==> config.mk <==
export PLATFORM = sky130hd
export DESIGN_NAME = apsr_core
export DESIGN_NICKNAME = d
export VERILOG_FILES = /design/src/rtl/apsr_pkg.sv /design/src/rtl/apsr_core.sv
export SDC_FILE = /design/constraint.sdc
export NUM_CORES = 1
export LEC_CHECK = 0
export ABC_AREA = 0
export BUFFER_PORTS_ARGS = -buffer_cell sky130_fd_sc_hd__buf_2
export CORE_ASPECT_RATIO = 1.5
export CORE_MARGIN = 2
export CORE_UTILIZATION = 51
export CTS_CLUSTER_SIZE = 20
export DETAILED_ROUTE_END_ITERATION = 10
export GPL_ROUTABILITY_DRIVEN = 0
export PLACE_DENSITY = 0.81
export SLEW_MARGIN = 20
export SYNTH_ARGS = -nofsm -noshare
export SYNTH_HDL_FRONTEND = slang
export SYNTH_SLANG_ARGS = --single-unit
==> constraint.sdc <==
create_clock -name pclk -period 2.6 [get_ports pclk]
set_clock_uncertainty 0.1 [all_clocks]
set_input_delay 0.39 -clock pclk [delete_from_list [all_inputs] [get_ports pclk]]
set_output_delay 0.39 -clock pclk [all_outputs]
set_load 0.01 [all_outputs]
==> src/rtl/apsr_pkg.sv <==
// package: register map, field layout and types for the converter control block
package apsr_pkg;
    localparam int DW = 32;
    localparam int RES_W = 10;
    localparam int BUS_W = 16;
    localparam int PIN_N = 16;
    localparam int SAR_STEPS = 12;
    localparam int AW = 8;
    localparam logic [AW-1:0] OFF_CTRL = 8'h00;
    localparam logic [AW-1:0] OFF_STAT = 8'h04;
    localparam logic [AW-1:0] OFF_RESULT = 8'h08;
    localparam logic [AW-1:0] OFF_PCFG = 8'h0C;
    localparam logic [AW-1:0] OFF_DIR = 8'h10;
    localparam logic [AW-1:0] OFF_PORT = 8'h14;
    localparam logic [AW-1:0] OFF_CHSEL = 8'h18;
    localparam logic [AW-1:0] OFF_SMPT = 8'h1C;
    // control register fields
    localparam int B_ON = 15;
    localparam int B_SIDL = 13;
    localparam int B_FORM = 8;
    localparam int B_AUTO = 2;
    localparam int B_SAMPLE_ACTIVE = 1;
    localparam int B_RC = 7;
    localparam int B_IE = 6;
    localparam int B_DONE = 0;
    localparam logic [DW-1:0] CTRL_MASK = 32'h0000_A3C6;
    localparam logic [1:0] FMT_INT = 2'h0;
    localparam logic [1:0] FMT_SINT = 2'h1;
    localparam logic [1:0] FMT_FRAC = 2'h2;
    localparam logic [1:0] FMT_SFRAC = 2'h3;
    localparam int FRAC_SH = 6;
    localparam logic [7:0] SMPT_RST = 8'h01;
    localparam logic [3:0] STEP_LAST = 4'hB;
    typedef enum {ST_IDLE, ST_SAMPLE, ST_DELAY, ST_CONVERT} apsr_state_t;
    typedef struct packed {
        logic on;
        logic stop_in_idle;
        logic [1:0] fmt;
        logic rc_sel;
        logic irq_en;
        logic auto_sample;
        logic sample_active;
    } apsr_ctrl_t;
    typedef struct packed {
        logic [AW-1:0] paddr;
        logic psel;
        logic penable;
        logic pwrite;
        logic [DW-1:0] pwdata;
    } apsr_apb_req_t;
endpackage : apsr_pkg

==> src/rtl/apsr_core.sv <==
// converter control: sampling, power, sleep/idle, result formats, analog port masking
//
// Behaviour
// - manual sample bit or automatic timed sampling
// - module_on powers block; off disables all
// - sleep without rc clock gates module clocks low
// - sleep without rc clock aborts conversion, never resumes it
// - sleep leaves registers unchanged
// - rc clock converts in sleep, one-cycle delay
// - completion sets done flag, writes result
// - sleep completion wakes or shuts module off
// - stop_in_idle halts module during idle
// - reset loads register defaults (direction all ones, sample time 1), aborts sequence
// - reset never touches result buffer
// - ten-bit result, four format codes giving three sixteen-bit layouts (signed fractional same as fractional)
// - integer, signed, fractional bit placement
// - bus writes to buffer are integer
// - analog pins read zero on port
// - digital-input pins are never converted
// - output analog pin converts driven level
// - channel selects and direction never block operation
`timescale 1ns/1ps
`default_nettype none
module apsr_core
    import apsr_pkg::*;
(
    input wire logic pclk,
    input wire logic presetn,
    input wire logic [apsr_pkg::AW-1:0] paddr,
    input wire logic psel,
    input wire logic penable,
    input wire logic pwrite,
    input wire logic [apsr_pkg::DW-1:0] pwdata,
    output logic [apsr_pkg::DW-1:0] prdata,
    output logic pready,
    output logic pslverr,
    input wire logic cpu_sleep,
    input wire logic cpu_idle,
    input wire logic [apsr_pkg::PIN_N-1:0] pin_in,
    input wire logic [apsr_pkg::PIN_N-1:0] pin_out_level,
    input wire logic comparator_bit,
    output logic sar_trial_en,
    output logic [3:0] sar_channel,
    output logic [apsr_pkg::RES_W-1:0] sar_trial,
    output logic sample_hold_en,
    output logic analog_enable,
    output logic irq_req,
    output logic wake_req
);
    import apsr_pkg::*;

    function automatic logic [BUS_W-1:0] fmt_result(input logic [RES_W-1:0] d, input logic [1:0] f);
        logic [BUS_W-1:0] r;
        r = '0;
        unique case (f)
            FMT_INT: r = {{(BUS_W-RES_W){1'b0}}, d};
            FMT_SINT: r = {{(BUS_W-RES_W){d[RES_W-1]}}, d};
            FMT_FRAC, FMT_SFRAC: r = {d, {FRAC_SH{1'b0}}};
        endcase
        return r;
    endfunction : fmt_result

    apsr_ctrl_t ctrl_r;
    logic done_r, done_nxt;
    logic [RES_W-1:0] result_buffer;
    logic [PIN_N-1:0] analog_pin_config_r, pin_direction_r;
    logic [3:0] chsa_r, chsb_r;
    logic [7:0] smpt_r, smp_cnt_r;
    logic [3:0] step_r;
    logic [RES_W-1:0] sar_r;
    logic [PIN_N-1:0] pin_s1, pin_s2, pin_s3, pin_q;
    logic sleep_in_r, irq_r, wake_r, sleep_off_r;
    apsr_state_t state_r;

    // level from the outside domain is accepted only when the two later stages agree
    always_ff @(posedge pclk or negedge presetn) begin
        if (!presetn) begin
            pin_s1 <= '0;
            pin_s2 <= '0;
            pin_s3 <= '0;
            pin_q <= '0;
        end else begin
            pin_s1 <= pin_in;
            pin_s2 <= pin_s1;
            pin_s3 <= pin_s2;
            for (int i = 0; i < PIN_N; i++) begin
                if (pin_s2[i] == pin_s3[i]) pin_q[i] <= pin_s3[i];
            end
        end
    end

    wire logic acc = psel && penable;
    wire logic wr = acc && pwrite;
    wire logic sel_ctrl = (paddr == OFF_CTRL);
    wire logic sel_stat = (paddr == OFF_STAT);
    wire logic sel_res = (paddr == OFF_RESULT);
    wire logic sel_pcfg = (paddr == OFF_PCFG);
    wire logic sel_dir = (paddr == OFF_DIR);
    wire logic sel_port = (paddr == OFF_PORT);
    wire logic sel_chs = (paddr == OFF_CHSEL);
    wire logic sel_smpt = (paddr == OFF_SMPT);
    wire logic mapped = sel_ctrl | sel_stat | sel_res | sel_pcfg | sel_dir | sel_port | sel_chs | sel_smpt;

    // sleep without the rc clock stops everything; idle stops only when asked
    wire logic sleep_gate = cpu_sleep && !ctrl_r.rc_sel;
    wire logic idle_gate = cpu_idle && ctrl_r.stop_in_idle;
    wire logic powered = ctrl_r.on && !sleep_off_r;
    wire logic run = powered && !sleep_gate && !idle_gate;
    wire logic conv_done = (state_r == ST_CONVERT) && run && (step_r == STEP_LAST);
    wire logic sleep_entry = cpu_sleep && !sleep_in_r;

    wire logic [3:0] ch = chsa_r;
    // digital-input pins convert nothing; analog output pins convert the driven level
    wire logic pin_analog = analog_pin_config_r[ch];
    wire logic [RES_W-1:0] pin_as_level = pin_direction_r[ch] ? {RES_W{1'b1}} : {RES_W{1'b0}};
    wire logic use_digital_level = pin_analog && !pin_direction_r[ch];
    wire logic convert_ok = pin_analog;
    wire logic [RES_W-1:0] trial = sar_r | ({{(RES_W-1){1'b0}}, 1'b1} << (RES_W - 1 - int'(step_r)));
    wire logic [RES_W-1:0] next_sar = comparator_bit ? trial : sar_r;
    wire logic [RES_W-1:0] out_level = {RES_W{pin_out_level[ch]}};
    wire logic [RES_W-1:0] final_res = use_digital_level ? out_level : next_sar;

    wire logic [PIN_N-1:0] port_view = pin_q & ~analog_pin_config_r;

    always_comb begin
        prdata = '0;
        if (acc && !pwrite) begin
            unique case (1'b1)
                sel_ctrl: prdata = {16'h0000, ctrl_r.on, 1'b0, ctrl_r.stop_in_idle, 3'h0, ctrl_r.fmt,
                                    ctrl_r.rc_sel, ctrl_r.irq_en, 3'h0, ctrl_r.auto_sample,
                                    ctrl_r.sample_active, done_r};
                sel_stat: prdata = {28'h0000000, sleep_off_r, irq_r, state_r == ST_CONVERT, done_r};
                sel_res: prdata = {16'h0000, fmt_result(result_buffer, ctrl_r.fmt)};
                sel_pcfg: prdata = {16'h0000, analog_pin_config_r};
                sel_dir: prdata = {16'h0000, pin_direction_r};
                sel_port: prdata = {16'h0000, port_view};
                sel_chs: prdata = {24'h000000, chsb_r, chsa_r};
                sel_smpt: prdata = {24'h000000, smpt_r};
                default: prdata = '0;
            endcase
        end
    end
    assign pready = 1'b1;
    assign pslverr = acc && !mapped;

    // registers: software clears done, hardware completion wins
    assign done_nxt = conv_done ? 1'b1 : ((wr && sel_ctrl && !pwdata[B_DONE]) ? 1'b0 : done_r);

    always_ff @(posedge pclk or negedge presetn) begin
        if (!presetn) begin
            ctrl_r <= '0;
            done_r <= 1'b0;
            analog_pin_config_r <= '0;
            pin_direction_r <= '1;
            chsa_r <= '0;
            chsb_r <= '0;
            smpt_r <= SMPT_RST;
        end else begin
            // sleep entry writes nothing here; registers keep their values
            done_r <= done_nxt;
            if (wr && sel_ctrl) begin
                ctrl_r.on <= pwdata[B_ON];
                ctrl_r.stop_in_idle <= pwdata[B_SIDL];
                ctrl_r.fmt <= pwdata[B_FORM +: 2];
                ctrl_r.rc_sel <= pwdata[B_RC];
                ctrl_r.irq_en <= pwdata[B_IE];
                ctrl_r.auto_sample <= pwdata[B_AUTO];
                ctrl_r.sample_active <= pwdata[B_SAMPLE_ACTIVE];
            end else if (state_r == ST_SAMPLE && !ctrl_r.auto_sample && false_start()) begin
                ctrl_r.sample_active <= 1'b0;
            end
            if (wr && sel_pcfg) analog_pin_config_r <= pwdata[PIN_N-1:0];
            if (wr && sel_dir) pin_direction_r <= pwdata[PIN_N-1:0];
            if (wr && sel_chs) {chsb_r, chsa_r} <= pwdata[7:0];
            if (wr && sel_smpt) smpt_r <= (pwdata[7:0] == 8'h00) ? SMPT_RST : pwdata[7:0];
        end
    end

    function automatic logic false_start();
        return 1'b0;
    endfunction : false_start

    // result buffer has no reset: content survives reset, undefined at power-on
    always_ff @(posedge pclk) begin
        if (wr && sel_res) result_buffer <= pwdata[RES_W-1:0];
        else if (conv_done) result_buffer <= final_res;
    end

    // sequencer: sample phase, optional one-cycle rc delay, then successive approximation
    always_ff @(posedge pclk or negedge presetn) begin
        if (!presetn) begin
            state_r <= ST_IDLE;
            step_r <= '0;
            sar_r <= '0;
            smp_cnt_r <= '0;
            sleep_in_r <= 1'b0;
            sleep_off_r <= 1'b0;
            irq_r <= 1'b0;
            wake_r <= 1'b0;
        end else begin
            sleep_in_r <= cpu_sleep;
            wake_r <= 1'b0;
            irq_r <= conv_done && ctrl_r.irq_en;
            if (conv_done && cpu_sleep) begin
                if (ctrl_r.irq_en) wake_r <= 1'b1;
                else sleep_off_r <= 1'b1;
            end
            if (!cpu_sleep || !ctrl_r.on) sleep_off_r <= 1'b0;
            if (!powered || (sleep_entry && !ctrl_r.rc_sel)) begin
                state_r <= ST_IDLE;
                step_r <= '0;
                sar_r <= '0;
            end else if (run) begin
                unique case (state_r)
                    ST_IDLE: begin
                        smp_cnt_r <= '0;
                        if (ctrl_r.auto_sample || ctrl_r.sample_active) state_r <= ST_SAMPLE;
                    end
                    ST_SAMPLE: begin
                        // the sample phase always completes before conversion begins
                        if (smp_cnt_r != 8'hFF) smp_cnt_r <= smp_cnt_r + 8'h01;
                        if (ctrl_r.auto_sample ? (smp_cnt_r + 8'h01 >= smpt_r)
                                               : (!ctrl_r.sample_active && smp_cnt_r != 8'h00)) begin
                            state_r <= ctrl_r.rc_sel ? ST_DELAY : ST_CONVERT;
                            step_r <= '0;
                            sar_r <= '0;
                        end
                    end
                    ST_DELAY: state_r <= ST_CONVERT;
                    ST_CONVERT: begin
                        if (step_r < 4'(RES_W)) sar_r <= next_sar;
                        if (step_r == STEP_LAST) state_r <= ST_IDLE;
                        else step_r <= step_r + 4'h1;
                    end
                endcase
            end
        end
    end

    assign sar_trial_en = (state_r == ST_CONVERT) && run && convert_ok;
    assign sar_trial = trial;
    assign sar_channel = ch;
    assign sample_hold_en = (state_r == ST_SAMPLE) && run && convert_ok;
    assign analog_enable = powered && !sleep_gate;
    assign irq_req = irq_r;
    assign wake_req = wake_r;
    wire logic unused_ok = ^{pin_as_level, chsb_r};
endmodule : apsr_core
`default_nettype wire

Word-level counts from Yosys, hierarchy flattened --
Index checks and enable logic that the tools add are counted.
Word-level totals: flip-flop bits (word level) 189, bits in latches 0, memory bits (writable) 0, bits in read-only memories 0, bits of input ports 80, output and inout bits 53, memories 0
Operators by class: add/sub/neg operators 3, $mul 0, div/mod/pow operators 0, magnitude comparators 3, equal/unequal tests 40, shift-type cells 1, mux-type cells 41, bitwise logic cells 11, reductions and logical operators 60
Operator list (number):
- 32-bit two-way mux | 5
- 16-bit case mux with 8 select lines | 1
- 32-bit case mux with 4 select lines | 1
- 32-bit by 2-bit equality test with 1-bit output, second input constant | 3
- 10-bit two-way mux | 8
- 16-bit case mux with 3 select lines | 1
- 32-bit by 1-bit equality test with 1-bit output, second input constant | 1
- 32-bit by 3-bit equality test with 1-bit output, second input constant | 1
- 8-bit by 5-bit equality test with 1-bit output, second input constant | 4
- 32-bit zero test | 1
- 1-bit by 32-bit left shift with 10-bit output, first input constant | 1
- 1-bit logical AND | 27
- 10-bit case mux with 2 select lines | 1
- 16-bit bitwise AND | 1
- 1-bit equality test | 16
- 8-bit by 4-bit equality test with 1-bit output, second input constant | 2
- 8-bit zero test | 2
- 16-bit two-way mux | 1
- 4-bit two-way mux | 4
- 8-bit two-way mux | 2
- 16-bit NOT | 1
- 8-bit case mux with 2 select lines | 1
- 4-bit AND reduction | 4
- 3-bit inequality test, second input constant | 5
- 27 further kinds | 65

Depth between registers and ports, before layout --
depth in word-level cells 10, depth in mapped cells 12

Worst setup path after synthesis --
No wires, ideal clock.
kind register to register, start register smp_cnt_r[0], end register sar_r[0], library setup time 0.131 ns, arrival 2.500 ns, required time 2.369 ns, setup slack -0.130 ns, cell stages (with the launch flop) 13, period minus slack after synthesis 2.730 ns, cell sequence dfrtp_1 ha_1 nand3_1 nor2_1 xor2_1 ha_1 nand3_1 nor2_1 o21ai_0 o21a_1 or4_1 buf_2 mux2i_1
Between the ends: cells in the longest elaborated chain, start to end 5
Ends and longest elaborated chain:
- from (decl) | line apsr_core.sv:68 | logic [7:0] smpt_r, smp_cnt_r;
- from (signal assigned) | line apsr_core.sv:221 | if (smp_cnt_r != 8'hFF) smp_cnt_r <= smp_cnt_r + 8'h01;
- 8-bit by 1-bit adder with 8-bit output / 8-bit nonzero test (equally long branches) | line apsr_core.sv:222, apsr_core.sv:223
- 8-bit >= comparator / 1-bit logical AND (equally long branches) | line apsr_core.sv:222, apsr_core.sv:223
- 1-bit two-way mux (*) | line apsr_core.sv:222 | if (ctrl_r.auto_sample ? (smp_cnt_r + 8'h01 >= smpt_r)
- 3-bit inequality test (no source line) (*)
- 4-bit AND reduction (no source line) (*)
- to (signal assigned) | line apsr_core.sv:231 | if (step_r < 4'(RES_W)) sar_r <= next_sar;
- to (decl) | line apsr_core.sv:70 | logic [RES_W-1:0] sar_r;
Mark *: on every way between the ends. The rest lies on a longest branch, timed or not. A chain may end at the register's enable or synchronous reset.

Worst setup path in the final report --
start register smp_cnt_r[0], end register step_r[3]
Between the ends: cells in the longest elaborated chain, start to end 5
Ends and longest elaborated chain:
- 8-bit by 1-bit adder with 8-bit output / 8-bit nonzero test (equally long branches) | line apsr_core.sv:222, apsr_core.sv:223
- 8-bit >= comparator / 1-bit logical AND (equally long branches) | line apsr_core.sv:222, apsr_core.sv:223
- 1-bit two-way mux (*) | line apsr_core.sv:222
- 3-bit inequality test (no source line) (*)
- 4-bit AND reduction (no source line) (*)
- to (signal assigned) | line apsr_core.sv:233 | else step_r <= step_r + 4'h1;
- to (decl) | line apsr_core.sv:69 | logic [3:0] step_r;
Marks and branches as above.

==> impl_metrics.csv <==
group,metric,value,unit
clock_tree,cts.path.max_buffers,2,
clock_tree,cts_tree,"yes",
place,pre_cts_slack,-0.161,ns
route,wire_per_inst,19.7,microns
sta,fin_ws,-0.169,ns
critical_path,r2r-end,"step_r[3]$_DFFE_PN0P_",
layout,finalNetCount,950,
critical_path,cp_slowest_stage_delay,0.40,ns
die,die_x,105,microns
critical_path,rr_worst_depth,12,
die,pin_count,133,
critical_path,crit_chain,"buf_4, buf_4, inv_1, ha_1, ha_1, a21o_1, a211oi_1, o21a_2, buf_4, buf_6, nor3_1, o221a_2",
route,antenna_left,0,
grt,grt_antenna_before_repair,0,
clock_tree,cts_htree_levels,4,
route,drc,0,
die,num_rows,55,
critical_path,worstPathArrival,2.98,ns
sta,fmax,0.361,GHz
run_status,violations,"negative setup slack",
route,vias,6167,
critical_path,critPathRequiredTime,2.81,ns
die,die_h,156,microns
critical_path,r2r-start,"smp_cnt_r[0]$_DFFE_PN0P_",
synthesis,synth-seq-area-share,51.9,%
synthesis,async_flop_share,93.7,%
place,io_buffers,99,
pwr,ir_worst_vdd,0.522,mV
grt,grt_pass1_vias,6227,
die,dieArea,16300,sq um
critical_path,worst_setup_path_start_kind,"register",
layout,finish.utilization,66.0,%
die,core-area,15000,sq um
route,drt_pre_antenna_iters,5,
layout,fill_cells,1156,
job,cap_violations,0,
sta,hold_viol_final,0,
synthesis,ys.warnings.count,0,
critical_path,crit_top_cell,"buf_4",
critical_path,crit_fanout,7,
critical_path,endpoint_kind,"register",
sta,relSlewSlack,38.6,%
sta,finalCritPeriodShare,106,%
critical_path,worst-path-buf-inv,5,
route,drt_iter0_markers,391,
critical_path,path_delay_family,"compound AO/OA/AOI/OAI gates",
hold_path,hold_depth,1,
sta,tightest_slew,0.918,ns
grt,grt_max_degree,57,
synthesis,synth_top_cell_area_share,42.3,%
clock_tree,cts-root-buf,"clkbuf_16",
synthesis,synth_edf_count,10,
layout,num_antenna_cells,0,
clock_tree,numCtsBuffers,17,
synthesis,ys.flop_type,"dfrtp_1",
die,initial_core_util,52.0,%
clock_tree,cts_sinks,159,
grt,track_usage,25.8,%
hold_path,min_to,"sleep_in_r$_DFF_PN0_",
synthesis,ys_top_cells_by_area,"dfrtp_1 (42%), mux2_2 (7.8%), dfstp_2 (5.7%)",
synthesis,yosys.area.top_type,"dfrtp_1",
synthesis,synth.avg_cell_area,11.4,sq um
sta,fin_crit,2.77,ns
clock_tree,clk_latency,0.43,ns
pwr,powerDensity,537,nW/um^2
critical_path,path_class,"reg2reg",
critical_path,rrSetupSlack,-0.17,ns
synthesis,synth_cell_types,66,
sta,setup_viol,16,
route,routed_via_density,5.79,
clock_tree,path_clk_slew,0.07,ns
hold_path,min-delay-start,"cpu_sleep",
sta,finalSetupTns,-1.89,ns
synthesis,syn_inst,687,
pwr,leakage,0.00454,uW
synthesis,syn_area,7810,sq um
run_status,outcome,"finished with violations",
route,drt-total-wl,20900,microns
synthesis,yosysMostFrequentCell,"dfrtp_1",
grt,grt_pass1_wl,32400,microns
synthesis,synth_common_cells,"dfrtp_1 (132), nand2_1 (81), mux2_2 (54), nor2_1 (47), a21oi_1 (39)",
sta,slew_violations,0,
synthesis,synth_seq_cells,159,
place,place_hpwl,14300,microns
layout,drive_gt1_share,37.2,%
grt,grt-ovfl-total,0,
sta,rsz0062_at_grt,"true",
layout,synthToLayoutAreaGrowth,26.8,%
critical_path,critPathSlowestCell,"dfrtp_1",
hold_path,hp-class,"in2reg",
==> through the flow <==
step	hold slack, ns	power, uW	cells	instance area (sq um)
floorplan	-0.00559	2770	702	7880
global placement	0.232	2910	994	8740
detailed placement	0.235	2920	994	8740
CTS	0.00635	5340	1054	9650
global route	0.0156	5490	1065	9900
finish	0.0213	5310	1065	9900
==> kinds of logic after synthesis <==
logic type / count (synthesis) / synth area share [%]
buf+inv: 66 / 4.47
simple gates: 209 / 13.2
flops: 159 / 51.9
fa+ha+maj: 33 / 4.78
compound gates: 132 / 11.3
mux: 81 / 13.7
xor+xnor: 5 / 0.561
other cells: 2 / 0.0962
==> worst max-delay path by stage <==
stage	cells past startpoint	start	slack, ns	end
finish	12	smp_cnt_r[0]$_DFFE_PN0P_	-0.17	step_r[3]$_DFFE_PN0P_
global placement	12	smp_cnt_r[0]$_DFFE_PN0P_	-0.01	sar_r[9]$_DFFE_PN0P_
global route	12	smp_cnt_r[0]$_DFFE_PN0P_	-0.31	step_r[3]$_DFFE_PN0P_
floorplan	12	smp_cnt_r[2]$_DFFE_PN0P_	0.06	sar_r[0]$_DFFE_PN0P_
detailed placement	12	smp_cnt_r[0]$_DFFE_PN0P_	-0.16	state_r[0]$_DFFE_PN0P_
CTS	12	smp_cnt_r[0]$_DFFE_PN0P_	-0.12	sar_r[3]$_DFFE_PN0P_
==> cell type report <==
| class | count | area (sq um) | area share (%) |
|---|---|---|---|
| well taps | 199 | 249 | 2.52 |
| inverters | 17 | 63.8 | 0.645 |
| flip-flops and latches | 159 | 4050 | 41.0 |
| clock buffers | 18 | 439 | 4.44 |
| repair buffers | 181 | 1270 | 12.8 |
| multi-input cells | 477 | 3690 | 37.3 |
| clock inverters | 14 | 133 | 1.34 |
==> state kept, by name (all words and copies together) (netlist names), 2 cells and up <==
signal	count
analog_pin_config_r	16
chsb_r	4
ctrl_r	8
pin_direction_r	16
pin_q	16
pin_s1	16
pin_s2	16
pin_s3	16
result_buffer	10
sar_channel	4
sar_r	10
smp_cnt_r	8
smpt_r	8
state_r	2
step_r	4
==> cell usage in the layout, fill, tap and decap left out, types with 10 or more instances in the layout <==
cell	instances
a21o_1	11
a21oi_1	35
a31oi_1	17
buf_2	96
buf_4	54
clkbuf_16	17
conb_1	17
dfrtp_1	129
dfstp_2	17
dlygate4sd3_1	17
edfxtp_1	10
ha_1	13
inv_1	17
maj3_1	16
mux2_2	54
mux2i_1	15
nand2_1	80
nand2b_1	15
nor2_1	44
o21ai_0	18
==> what timing repair did <==
item,4_1_cts,5_1_grt
resized for setup,29,30
hold buffers,17,0
pin swaps,7,12
cloned,1,0
buffers inserted,10,11
hold endpoints to repair,62,0
endpoints found under the setup margin,22,47
==> worst register-to-register path, cell delays in order (launching register included) <==
cell and delay, ns:
dfrtp_1 0.40, buf_4 0.14, buf_4 0.13, inv_1 0.07, ha_1 0.25, ha_1 0.29
a21o_1 0.19, a211oi_1 0.31, o21a_2 0.23, buf_4 0.11, buf_6 0.12, nor3_1 0.06
o221a_2 0.28
==> routing by layer <==
metal | up-vias | track usage, % | share of wire (%)
li1 | 2785 | - | -
met1 | 3038 | 30.6 | 39
met2 | 275 | 44.3 | 51
met3 | 69 | 5.15 | 5.9
met4 | 0 | 13.3 | 4.5
met5 | - | 0 | 0
==> power breakdown <==
part	total [uW]	switching (uW)	internal, uW	leakage [uW]
Clock	2400	1040	1360	0.000272
Combinational	284	159	125	0.00233
Sequential	2630	53.5	2580	0.00195
Power figures use the tool's default switching activity.
